File: src/hdl/pgs_defines.svh
// register map, field positions and timing constants of the power-good selector
// How it works
// output a select bits 2..0 include boost, second buck, first buck; 0 masks
// output b select bits 5..0 include analog, monitors, boost, bucks; 0 masks
// output b select bit 6 lets thermal warning pull output b inactive
// select bit 7 set delays the rise to valid by 11 ms; clear means none
// fault register bits 6..0 per source; bit 7 reads zero
// fault bit sets when its selected source drives the output inactive
// writing one clears a fault bit only while its source is valid
// select and control reset values come from otp; fault bits reset to zero
// gating set: output follows fault register, inactive while any bit set
// output b has its own sticky fault register, same layout and clearing
// polarity bit 0 gives high when valid, 1 gives low when valid
// live status valid only when every selected source is good
`ifndef PGS_DEFINES_SVH
`define PGS_DEFINES_SVH

`define PGS_ADDR_CTRL      8'h17
`define PGS_ADDR_SEL_A     8'h18
`define PGS_ADDR_FAULT_A   8'h19
`define PGS_ADDR_SEL_B     8'h1a
`define PGS_ADDR_FAULT_B   8'h1b

`define PGS_SRC_N          7
`define PGS_SRC_THERMAL    6
`define PGS_SEL_DELAY      7
`define PGS_CTL_POL_A      0
`define PGS_CTL_GATE_A     2
`define PGS_CTL_POL_B      4
`define PGS_CTL_GATE_B     6

`define PGS_FAULT_RESET    7'h00
`define PGS_REG_RESET      8'h00
`define PGS_SYNC_RESET     7'h3f
`define PGS_RD_UNMAPPED    8'h00

`define PGS_RISE_DELAY_MS  11
`define PGS_CLK_HZ         50000000
`define PGS_MS_PER_S       1000
`define PGS_CNT_W          20

`endif

File: src/hdl/pgs_placeholder_note.sv
// intentionally empty compile unit; no logic
`timescale 1ns/1ns
`default_nettype none
`default_nettype wire

File: src/hdl/pgs_pkg.sv
// types shared by the power-good selector modules
`include "pgs_defines.svh"
package pgs_pkg;

    typedef struct packed {
        logic [`PGS_SRC_N-1:0] fault;
        logic [`PGS_CNT_W-1:0] cnt;
        logic                  valid;
        logic                  pg;
    } pgs_chan_state_t;

    typedef struct packed {
        logic [`PGS_SRC_N-1:0] sync1;
        logic [`PGS_SRC_N-1:0] sync2;
        logic [7:0]            ctrl;
        logic [7:0]            sel_a;
        logic [7:0]            sel_b;
        logic                  loaded;
        logic [7:0]            rdata;
    } pgs_top_state_t;

endpackage

File: src/hdl/pgs_chan_if.sv
// link between the register side and one power-good output channel
`timescale 1ns/1ns
`default_nettype none
`include "pgs_defines.svh"
interface pgs_chan_if;
    logic [7:0]            sel;
    logic [`PGS_SRC_N-1:0] good;
    logic [`PGS_SRC_N-1:0] clr;
    logic                  gating;
    logic                  pol;
    logic [`PGS_SRC_N-1:0] fault;
    logic                  pg;

    modport ctl  (output sel, good, clr, gating, pol, input fault, pg);
    modport chan (input sel, good, clr, gating, pol, output fault, pg);
endinterface
`default_nettype wire

File: src/hdl/pgs_chan.sv
// one power-good output: sticky faults, live status, rise delay, polarity
`timescale 1ns/1ns
`default_nettype none
`include "pgs_defines.svh"
module pgs_chan #(
    parameter int unsigned DLY_CYC = `PGS_RISE_DELAY_MS * (`PGS_CLK_HZ / `PGS_MS_PER_S)
) (
    input  wire logic  clk_i,
    input  wire logic  arst_n_i,
    pgs_chan_if.chan   c
);
    // rise lands DLY_CYC edges after the undelayed rise would have
    localparam logic [`PGS_CNT_W-1:0] DLY_LAST = `PGS_CNT_W'(DLY_CYC);

    if (DLY_CYC < 2 || DLY_CYC >= (1 << `PGS_CNT_W)) begin : g_chk
        $error("pgs_chan: DLY_CYC out of range");
    end

    pgs_pkg::pgs_chan_state_t s_r;
    pgs_pkg::pgs_chan_state_t s_nxt;
    logic [`PGS_SRC_N-1:0]    set;
    logic                     live;
    logic                     raw;

    // source status and the valid decision
    always_comb begin
        set   = c.sel[`PGS_SRC_N-1:0] & ~c.good;
        live  = &(c.good | ~c.sel[`PGS_SRC_N-1:0]);
        raw   = c.gating ? (s_r.fault == `PGS_FAULT_RESET && set == `PGS_FAULT_RESET) : live;
        s_nxt = s_r;
        s_nxt.fault = (s_r.fault & ~(c.clr & c.good)) | set;
        if (!raw) begin
            s_nxt.valid = 1'b0;
            s_nxt.cnt   = '0;
        end else if (s_r.valid) begin
            s_nxt.cnt = '0;
        end else if (!c.sel[`PGS_SEL_DELAY]) begin
            s_nxt.valid = 1'b1;
        end else if (s_r.cnt == DLY_LAST) begin
            s_nxt.valid = 1'b1;
            s_nxt.cnt   = '0;
        end else begin
            s_nxt.cnt = s_r.cnt + 1'b1;
        end
        s_nxt.pg = s_nxt.valid ^ c.pol;
    end

    // channel state register
    always_ff @(posedge clk_i or negedge arst_n_i) begin
        if (!arst_n_i) begin
            s_r <= '0;
        end else begin
            s_r <= s_nxt;
        end
    end

    assign c.fault = s_r.fault;
    assign c.pg    = s_r.pg;

    property p_fault_set;
        @(posedge clk_i) disable iff (!arst_n_i)
        (set != '0) |=> ((s_r.fault & $past(set)) == $past(set));
    endproperty
    a_fault_set: assert property (p_fault_set) else $error("fault bit not set");

    property p_fault_clear;
        @(posedge clk_i) disable iff (!arst_n_i)
        ((c.clr & c.good & ~set) != '0) |=> ((s_r.fault & $past(c.clr & c.good & ~set)) == '0);
    endproperty
    a_fault_clear: assert property (p_fault_clear) else $error("fault bit not cleared");

    property p_fault_hold;
        @(posedge clk_i) disable iff (!arst_n_i)
        1'b1 |=> ((s_r.fault & $past(s_r.fault & ~(c.clr & c.good))) == $past(s_r.fault & ~(c.clr & c.good)));
    endproperty
    a_fault_hold: assert property (p_fault_hold) else $error("fault bit lost");

    property p_drop;
        @(posedge clk_i) disable iff (!arst_n_i)
        (!raw) |=> (!s_r.valid ##0 s_r.pg == $past(c.pol));
    endproperty
    a_drop: assert property (p_drop) else $error("output not dropped");

    property p_gate;
        @(posedge clk_i) disable iff (!arst_n_i)
        (c.gating && s_r.fault != '0) |=> !s_r.valid;
    endproperty
    a_gate: assert property (p_gate) else $error("gated output valid with fault");

    property p_rise_delay;
        @(posedge clk_i) disable iff (!arst_n_i)
        (raw && !s_r.valid && c.sel[`PGS_SEL_DELAY] && s_r.cnt == '0) |=> !s_r.valid;
    endproperty
    a_rise_delay: assert property (p_rise_delay) else $error("rise not delayed");

    property p_no_delay;
        @(posedge clk_i) disable iff (!arst_n_i)
        (raw && !c.sel[`PGS_SEL_DELAY]) |=> s_r.valid;
    endproperty
    a_no_delay: assert property (p_no_delay) else $error("undelayed rise late");

    property p_polarity;
        @(posedge clk_i) disable iff (!arst_n_i)
        1'b1 |=> (s_r.pg == (s_r.valid ^ $past(c.pol)));
    endproperty
    a_polarity: assert property (p_polarity) else $error("polarity wrong");
endmodule
`default_nettype wire

File: src/hdl/pgs_top.sv
// power-good source selection, fault latching and register port
`timescale 1ns/1ns
`default_nettype none
`include "pgs_defines.svh"
module pgs_top #(
    parameter int unsigned RISE_DELAY_CYC = `PGS_RISE_DELAY_MS * (`PGS_CLK_HZ / `PGS_MS_PER_S)
) (
    input  wire logic       clk_i,
    input  wire logic       arst_n_i,
    input  wire logic       thermal_warning_i,
    input  wire logic       analog_supply_monitor_i,
    input  wire logic       external_monitor_two_i,
    input  wire logic       external_monitor_one_i,
    input  wire logic       boost_good_i,
    input  wire logic       buck_second_good_i,
    input  wire logic       buck_first_good_i,
    input  wire logic [7:0] otp_ctrl_i,
    input  wire logic [7:0] otp_sel_a_i,
    input  wire logic [7:0] otp_sel_b_i,
    input  wire logic [7:0] reg_addr_i,
    input  wire logic       reg_wr_i,
    input  wire logic [7:0] reg_wdata_i,
    output logic [7:0]      reg_rdata_o,
    output logic            power_good_out_a_o,
    output logic            power_good_out_b_o
);
    // sync flops reset to pin idle levels, so release raises no false fault
    localparam pgs_pkg::pgs_top_state_t S_RESET =
        '{sync1: `PGS_SYNC_RESET, sync2: `PGS_SYNC_RESET, default: '0};

    pgs_pkg::pgs_top_state_t s_r;
    pgs_pkg::pgs_top_state_t s_nxt;
    logic [`PGS_SRC_N-1:0]   pins;
    logic [`PGS_SRC_N-1:0]   good;
    logic                    wr_ctrl;
    logic                    wr_sel_a;
    logic                    wr_sel_b;
    logic                    wr_fault_a;
    logic                    wr_fault_b;

    pgs_chan_if ch_a ();
    pgs_chan_if ch_b ();

    // raw monitor pins in source bit order
    assign pins = {thermal_warning_i, analog_supply_monitor_i, external_monitor_two_i,
                   external_monitor_one_i, boost_good_i, buck_second_good_i, buck_first_good_i};

    // thermal warning is active high, so its good level is inverted
    assign good = {~s_r.sync2[`PGS_SRC_THERMAL], s_r.sync2[`PGS_SRC_THERMAL-1:0]};

    // register write decode
    assign wr_ctrl    = reg_wr_i && reg_addr_i == `PGS_ADDR_CTRL;
    assign wr_sel_a   = reg_wr_i && reg_addr_i == `PGS_ADDR_SEL_A;
    assign wr_sel_b   = reg_wr_i && reg_addr_i == `PGS_ADDR_SEL_B;
    assign wr_fault_a = reg_wr_i && reg_addr_i == `PGS_ADDR_FAULT_A;
    assign wr_fault_b = reg_wr_i && reg_addr_i == `PGS_ADDR_FAULT_B;

    // next state: pin sync, otp load, register writes, read data
    always_comb begin
        s_nxt       = s_r;
        s_nxt.sync1 = pins;
        s_nxt.sync2 = s_r.sync1;
        if (!s_r.loaded) begin
            s_nxt.ctrl   = otp_ctrl_i;
            s_nxt.sel_a  = otp_sel_a_i;
            s_nxt.sel_b  = otp_sel_b_i;
            s_nxt.loaded = 1'b1;
        end else begin
            if (wr_ctrl) begin
                s_nxt.ctrl = reg_wdata_i;
            end
            if (wr_sel_a) begin
                s_nxt.sel_a = reg_wdata_i;
            end
            if (wr_sel_b) begin
                s_nxt.sel_b = reg_wdata_i;
            end
        end
        unique case (reg_addr_i)
            `PGS_ADDR_CTRL:    s_nxt.rdata = s_r.ctrl;
            `PGS_ADDR_SEL_A:   s_nxt.rdata = s_r.sel_a;
            `PGS_ADDR_FAULT_A: s_nxt.rdata = {1'b0, ch_a.fault};
            `PGS_ADDR_SEL_B:   s_nxt.rdata = s_r.sel_b;
            `PGS_ADDR_FAULT_B: s_nxt.rdata = {1'b0, ch_b.fault};
            default:           s_nxt.rdata = `PGS_RD_UNMAPPED;
        endcase
    end

    // top state register
    always_ff @(posedge clk_i or negedge arst_n_i) begin
        if (!arst_n_i) begin
            s_r <= S_RESET;
        end else begin
            s_r <= s_nxt;
        end
    end

    // channel a wiring
    assign ch_a.sel    = s_r.sel_a;
    assign ch_a.good   = good;
    assign ch_a.clr    = wr_fault_a ? reg_wdata_i[`PGS_SRC_N-1:0] : `PGS_FAULT_RESET;
    assign ch_a.gating = s_r.ctrl[`PGS_CTL_GATE_A];
    assign ch_a.pol    = s_r.ctrl[`PGS_CTL_POL_A];

    // channel b wiring
    assign ch_b.sel    = s_r.sel_b;
    assign ch_b.good   = good;
    assign ch_b.clr    = wr_fault_b ? reg_wdata_i[`PGS_SRC_N-1:0] : `PGS_FAULT_RESET;
    assign ch_b.gating = s_r.ctrl[`PGS_CTL_GATE_B];
    assign ch_b.pol    = s_r.ctrl[`PGS_CTL_POL_B];

    pgs_chan #(
        .DLY_CYC (RISE_DELAY_CYC)
    ) u_chan_a (
        .clk_i    (clk_i),
        .arst_n_i (arst_n_i),
        .c        (ch_a)
    );

    pgs_chan #(
        .DLY_CYC (RISE_DELAY_CYC)
    ) u_chan_b (
        .clk_i    (clk_i),
        .arst_n_i (arst_n_i),
        .c        (ch_b)
    );

    // outputs
    assign reg_rdata_o        = s_r.rdata;
    assign power_good_out_a_o = ch_a.pg;
    assign power_good_out_b_o = ch_b.pg;

    property p_reserved_a;
        @(posedge clk_i) disable iff (!arst_n_i)
        (reg_addr_i == `PGS_ADDR_FAULT_A) |=> (reg_rdata_o[7] == 1'b0 && reg_rdata_o[6:0] == $past(ch_a.fault));
    endproperty
    a_reserved_a: assert property (p_reserved_a) else $error("fault a readback wrong");

    property p_fault_b_read;
        @(posedge clk_i) disable iff (!arst_n_i)
        (reg_addr_i == `PGS_ADDR_FAULT_B) |=> (reg_rdata_o == {1'b0, $past(ch_b.fault)});
    endproperty
    a_fault_b_read: assert property (p_fault_b_read) else $error("fault b readback wrong");

    property p_sel_a_write;
        @(posedge clk_i) disable iff (!arst_n_i)
        (wr_sel_a && s_r.loaded) |=> (s_r.sel_a == $past(reg_wdata_i));
    endproperty
    a_sel_a_write: assert property (p_sel_a_write) else $error("select a not written");

    property p_sel_b_write;
        @(posedge clk_i) disable iff (!arst_n_i)
        (wr_sel_b && s_r.loaded) |=> (s_r.sel_b == $past(reg_wdata_i))
            ##1 ($past(reg_addr_i) != `PGS_ADDR_SEL_B || reg_rdata_o == $past(s_r.sel_b));
    endproperty
    a_sel_b_write: assert property (p_sel_b_write) else $error("select b not written");

    property p_thermal_b;
        @(posedge clk_i) disable iff (!arst_n_i)
        (s_r.sel_b[`PGS_SRC_THERMAL] && s_r.sync2[`PGS_SRC_THERMAL])
            |=> (power_good_out_b_o == $past(s_r.ctrl[`PGS_CTL_POL_B]));
    endproperty
    a_thermal_b: assert property (p_thermal_b) else $error("thermal warning did not drop b");

    property p_otp_load;
        @(posedge clk_i) disable iff (!arst_n_i)
        (!s_r.loaded) |=> (s_r.loaded && s_r.sel_a == $past(otp_sel_a_i) && s_r.sel_b == $past(otp_sel_b_i));
    endproperty
    a_otp_load: assert property (p_otp_load) else $error("otp defaults not loaded");

    property p_ctrl_write;
        @(posedge clk_i) disable iff (!arst_n_i)
        (wr_ctrl && s_r.loaded) |=> (s_r.ctrl == $past(reg_wdata_i));
    endproperty
    a_ctrl_write: assert property (p_ctrl_write) else $error("control not written");

    property p_otp_ctrl;
        @(posedge clk_i) disable iff (!arst_n_i)
        (!s_r.loaded) |=> (s_r.ctrl == $past(otp_ctrl_i));
    endproperty
    a_otp_ctrl: assert property (p_otp_ctrl) else $error("control default not loaded");

    property p_sel_a_read;
        @(posedge clk_i) disable iff (!arst_n_i)
        (reg_addr_i == `PGS_ADDR_SEL_A) |=> (reg_rdata_o == $past(s_r.sel_a));
    endproperty
    a_sel_a_read: assert property (p_sel_a_read) else $error("select a readback wrong");

    property p_clear_a;
        @(posedge clk_i) disable iff (!arst_n_i)
        (wr_fault_a && (reg_wdata_i[`PGS_SRC_N-1:0] & good) != '0)
            |=> ((ch_a.fault & $past(reg_wdata_i[`PGS_SRC_N-1:0] & good)) == '0);
    endproperty
    a_clear_a: assert property (p_clear_a) else $error("fault a clear not honoured");

    property p_refuse_a;
        @(posedge clk_i) disable iff (!arst_n_i)
        wr_fault_a |=> ((ch_a.fault & $past(ch_a.fault & ~good)) == $past(ch_a.fault & ~good));
    endproperty
    a_refuse_a: assert property (p_refuse_a) else $error("fault a cleared while invalid");

    property p_clear_b;
        @(posedge clk_i) disable iff (!arst_n_i)
        (wr_fault_b && (reg_wdata_i[`PGS_SRC_N-1:0] & good) != '0)
            |=> ((ch_b.fault & $past(reg_wdata_i[`PGS_SRC_N-1:0] & good)) == '0);
    endproperty
    a_clear_b: assert property (p_clear_b) else $error("fault b clear not honoured");

    property p_refuse_b;
        @(posedge clk_i) disable iff (!arst_n_i)
        wr_fault_b |=> ((ch_b.fault & $past(ch_b.fault & ~good)) == $past(ch_b.fault & ~good));
    endproperty
    a_refuse_b: assert property (p_refuse_b) else $error("fault b cleared while invalid");

    property p_mask_a;
        @(posedge clk_i) disable iff (!arst_n_i)
        1'b1 |=> ((ch_a.fault & ~$past(ch_a.fault) & ~$past(s_r.sel_a[`PGS_SRC_N-1:0])) == '0);
    endproperty
    a_mask_a: assert property (p_mask_a) else $error("masked source set fault a");

    property p_mask_b;
        @(posedge clk_i) disable iff (!arst_n_i)
        1'b1 |=> ((ch_b.fault & ~$past(ch_b.fault) & ~$past(s_r.sel_b[`PGS_SRC_N-1:0])) == '0);
    endproperty
    a_mask_b: assert property (p_mask_b) else $error("masked source set fault b");
endmodule
`default_nettype wire

File: config.mk
export PLATFORM = sky130hd
export DESIGN_NAME = pgs_top
export DESIGN_NICKNAME = d
export VERILOG_FILES = /design/src/hdl/pgs_placeholder_note.sv /design/src/hdl/pgs_pkg.sv /design/src/hdl/pgs_chan_if.sv /design/src/hdl/pgs_chan.sv /design/src/hdl/pgs_top.sv
export VERILOG_INCLUDE_DIRS = /design/src /design/src/hdl
export SDC_FILE = /design/constraint.sdc
export NUM_CORES = 1
export LEC_CHECK = 0
export ABC_AREA = 1
export BUFFER_PORTS_ARGS = -buffer_cell sky130_fd_sc_hd__buf_4
export CORE_ASPECT_RATIO = 0.6
export CORE_UTILIZATION = 64
export DETAILED_ROUTE_END_ITERATION = 12
export PLACE_DENSITY = 0.81
export SLEW_MARGIN = 20
export SYNTH_ARGS = -nofsm -noshare
export SYNTH_HDL_FRONTEND = slang
export SYNTH_SLANG_ARGS = --single-unit
export TNS_END_PERCENT = 1
File: constraint.sdc
create_clock -name clk_i -period 3 [get_ports clk_i]
set_input_delay 0.15 -clock clk_i [delete_from_list [all_inputs] [get_ports clk_i]]
set_output_delay 0.15 -clock clk_i [all_outputs]
set_load 0.02 [all_outputs]
==> run metrics <==
CTS buffer count=9; worst vdd ir=0.3731 mV; Syn Nets=between 900 and 1,000; HPWL after DPL=13,290 um; Initial Utilization=0.6644; number of port buffers=between 50 and 60; initial antenna violation count=0; sequence of cells on the critical path=inv_1 -> nand2_1 -> nand2_1 -> nor2_1 -> nand2_1 -> nor2_2 -> nand3_1 -> nand2_1 -> nand2_1 -> nor2_1; FMAX=0.4540 GHz; first-pass GRT wire length=between 20,000 and 30,000 um; filler cell count=between 700 and 800; max-cap viol count=0; crit start category=flip-flop; post-route ant nets=0; pin count of the biggest net entering global routing=51; DIE HEIGHT=77.79 um; Worst Max-Slew Pin Slew=806.3 ps; GR Util met3=0.1324; CTS tree=built; YS warnings=0; via count=around 6,000; M2 GR Usage=0.5476; Final Hold Viols=0; CP max stage delay=580 ps; DR iter-0 viols=691; unrepaired setup endpoints after global routing=no; #FFs+latches synth=roughly 110; Clock transition at path regs=70 ps; total negative setup slack=0 ps; share of layout cells above drive strength 1=0.1118; kind of critical path=flip-flop to flip-flop; die area=around 0.01 sq mm; Cell Area, Synth=~0.0061 sq mm; Post-Synthesis Cells=just under 900; core area=0.009223 sq mm; Tmin final=2202 ps; sequential fraction of the synthesis area=0.4313; Worst setup EP type=flip-flop; aggregate routed wire length=17,750 um; family with the most delay on the worst path=simple AND/OR/NAND/NOR gates; Final Util=0.7532; clk root buf=clkbuf_16; Critical Path Most Common Cell=nand2_1; Skew-Pair Late Insertion Delay=340 ps; die width=128.3 um; Pre-antenna DRT Iters=6; Worst Path Arrival=2470 ps; I/O pin total=60; DRC viols=0; # diodes=0; # H-tree levels=3; syn_area_per_cell=6.892 sq um; GPL Wtd Cong=0.9748; worst-case clock buffer depth=2; nets=~1,000; WP buf/inv=1; Critical-path top delay cell=nor2_2; Synth cell types=37; PD cells=438.1 mW/mm^2; final setup fails=0; worst path required time=around 3300 ps; vias in the first global route=5,803; Max-slew headroom=0.4584; Slew Limit Fails=0; sequential cell area=0.002643 sq mm; worst-path fanout max=17; Area growth, synth to finish=13.38%; Pleak=about 3.5 nW; grt peak-use layer=met2; number of gates resized after cts=0; worst clock skew=approximately 9.4 ps; Num Clock Sinks=~110; met1 Use GR=0.5438; Tcrit/Tclk final=0.7342; vias per inst=5.691; average wire per standard cell=16.46 um; Hold Crit Class=input pin to flip-flop; total gr overflow=0; total track usage=0.3777; outcome=finished, final reports clean; area taken by multi-input logic gates=0.002831 sq mm; FP Rows=27
cell families (layout without fill, tap and decap cells):
group,Yosys count,count (layout),synth area share
and+or+nand+nor,523,523,0.3588
buffers and inverters,155,214,0.1066
DFF,105,105,0.4313
AOI/OAI and AO/OA,89,89,0.07740
xor gates and xnor gates,12,12,0.01715
adders and majority gates,4,4,0.008169
other,1,1,0.0006120
worst min-delay path, cell delays in order:
cell and delay, ps:
buf_4 100, nor4_4 90, nand2_1 70, nand2_1 50
flip-flops by register name, summed over array words and instances (netlist names):
register	count
ch_a.gating	1
ch_a.good	6
ch_a.pol	1
ch_a.sel	8
ch_b.gating	1
ch_b.pol	1
ch_b.sel	8
reg_rdata_o	8
s_nxt	7
s_r	6
u_chan_a.c.fault	7
u_chan_a.c.pg	1
u_chan_a.s_r	21
u_chan_b.c.fault	7
u_chan_b.c.pg	1
u_chan_b.s_r	21
synth_stat cells:
master | count | area share
a21oi_1 | 8 | 0.0065
o22ai_1 | 6 | 0.0061
nor2_4 | 2 | 0.0037
o21ai_2 | 3 | 0.0043
nor2_1 | 126 | 0.077
nand3_1 | 89 | 0.073
ha_1 | 4 | 0.0082
clkbuf_1 | 8 | 0.0049
nor3_1 | 16 | 0.013
conb_1 | 1 | 0.00061
o21bai_1 | 2 | 0.0024
dfstp_2 | 12 | 0.051
xnor2_1 | 1 | 0.0014
dfrtp_1 | 93 | 0.38
and2_1 | 1 | 0.0010
nand2_1 | 267 | 0.16
nor4_4 | 1 | 0.0035
buf_2 | 7 | 0.0057
nand3b_1 | 2 | 0.0024
nand2_2 | 2 | 0.0020
clkinv_1 | 1 | 0.00061
or2_2 | 1 | 0.0010
clkbuf_2 | 1 | 0.00082
nand3_2 | 1 | 0.0016
buf_4 | 10 | 0.012
o21ai_1 | 1 | 0.00082
o21ai_0 | 67 | 0.055
nor2_2 | 2 | 0.0020
xor2_1 | 11 | 0.016
nand4_1 | 11 | 0.011
buf_12 | 1 | 0.0033
o211ai_1 | 1 | 0.0012
nand2_4 | 2 | 0.0037
inv_1 | 124 | 0.076
o31ai_1 | 1 | 0.0012
buf_1 | 2 | 0.0012
buf_6 | 1 | 0.0018
where the power goes:
part           switching, mW  internal, mW
clock network          0.537         0.569
logic                  0.255         0.137
registers             0.0646          1.48
cell type report:
class,count,share of cell area
Timing Repair Buffer,73,0.08177
Clock inverter,6,0.006304
Multi-Input combinational cell,629,0.4076
Clock buffer,10,0.03296
Tap cell,130,0.02341
Sequential cell,105,0.3804
Inverter,125,0.06754
worst paths after layout:
check                                        from                      endpoint  slack [ps]  depth (start not counted)
setup / recovery           ch_a.good[3]$_DFF_PN1_  u_chan_a.s_r[20]$_DFFE_PN0P_         800                         10
hold / removal                      reg_addr_i[3]      reg_rdata_o[1]$_DFF_PN0_         150                          4
setup reg to reg           ch_a.good[3]$_DFF_PN1_  u_chan_a.s_r[20]$_DFFE_PN0P_         800                         10
hold reg to reg               s_nxt[33]$_DFF_PN1_        ch_a.good[0]$_DFF_PN1_         360                          0
max in group asynchronous                arst_n_i           s_nxt[37]$_DFF_PN1_        1700                          3
min in group asynchronous                arst_n_i      reg_rdata_o[6]$_DFF_PN0_         400                          2
timing repair:
item | 4_1_cts | 5_1_grt
buffers inserted | 0 | 0
endpoints found under the hold margin | 53 | 0
hold buffers | 8 | 0
through the flow:
stage          hold WS (ps)  setup slack [ps]  instance area, sq um  cells  power [mW]
6_report              148.7             797.5                  6947   1078       3.044
5_1_grt               168.3             608.4                  6947   1078       3.152
4_1_cts               139.9             840.8                  6947   1078       3.031
3_5_place_dp          217.3             871.4                  6594   1054       1.941
3_3_place_gp          206.9             921.6                  6594   1054       1.925
2_1_floorplan        -145.6              1416                  6127    889       1.770
cells in the final DEF (no fill, tap or decap), types with 3 or more instances in the layout:
cell and n:
a21oi_1 8, nand4_1 11, o21ai_2 3, dfrtp_1 93
o22ai_1 6, dfstp_2 12, clkbuf_16 9, o21ai_0 67
nand2_1 267, nor2_1 126, inv_1 124, xor2_1 11
buf_4 65, nand3_1 89, dlygate4sd3_1 8, ha_1 4
nor3_1 16
metal layers:
| layer | share of wire | up-vias |
|---|---|---|
| li1 | - | 2878 |
| met1 | 0.43 | 2821 |
| met2 | 0.42 | 418 |
| met3 | 0.14 | 18 |
| met4 | 0.0067 | 0 |
| met5 | 0 | - |
(Power assumes the default switching activity.)
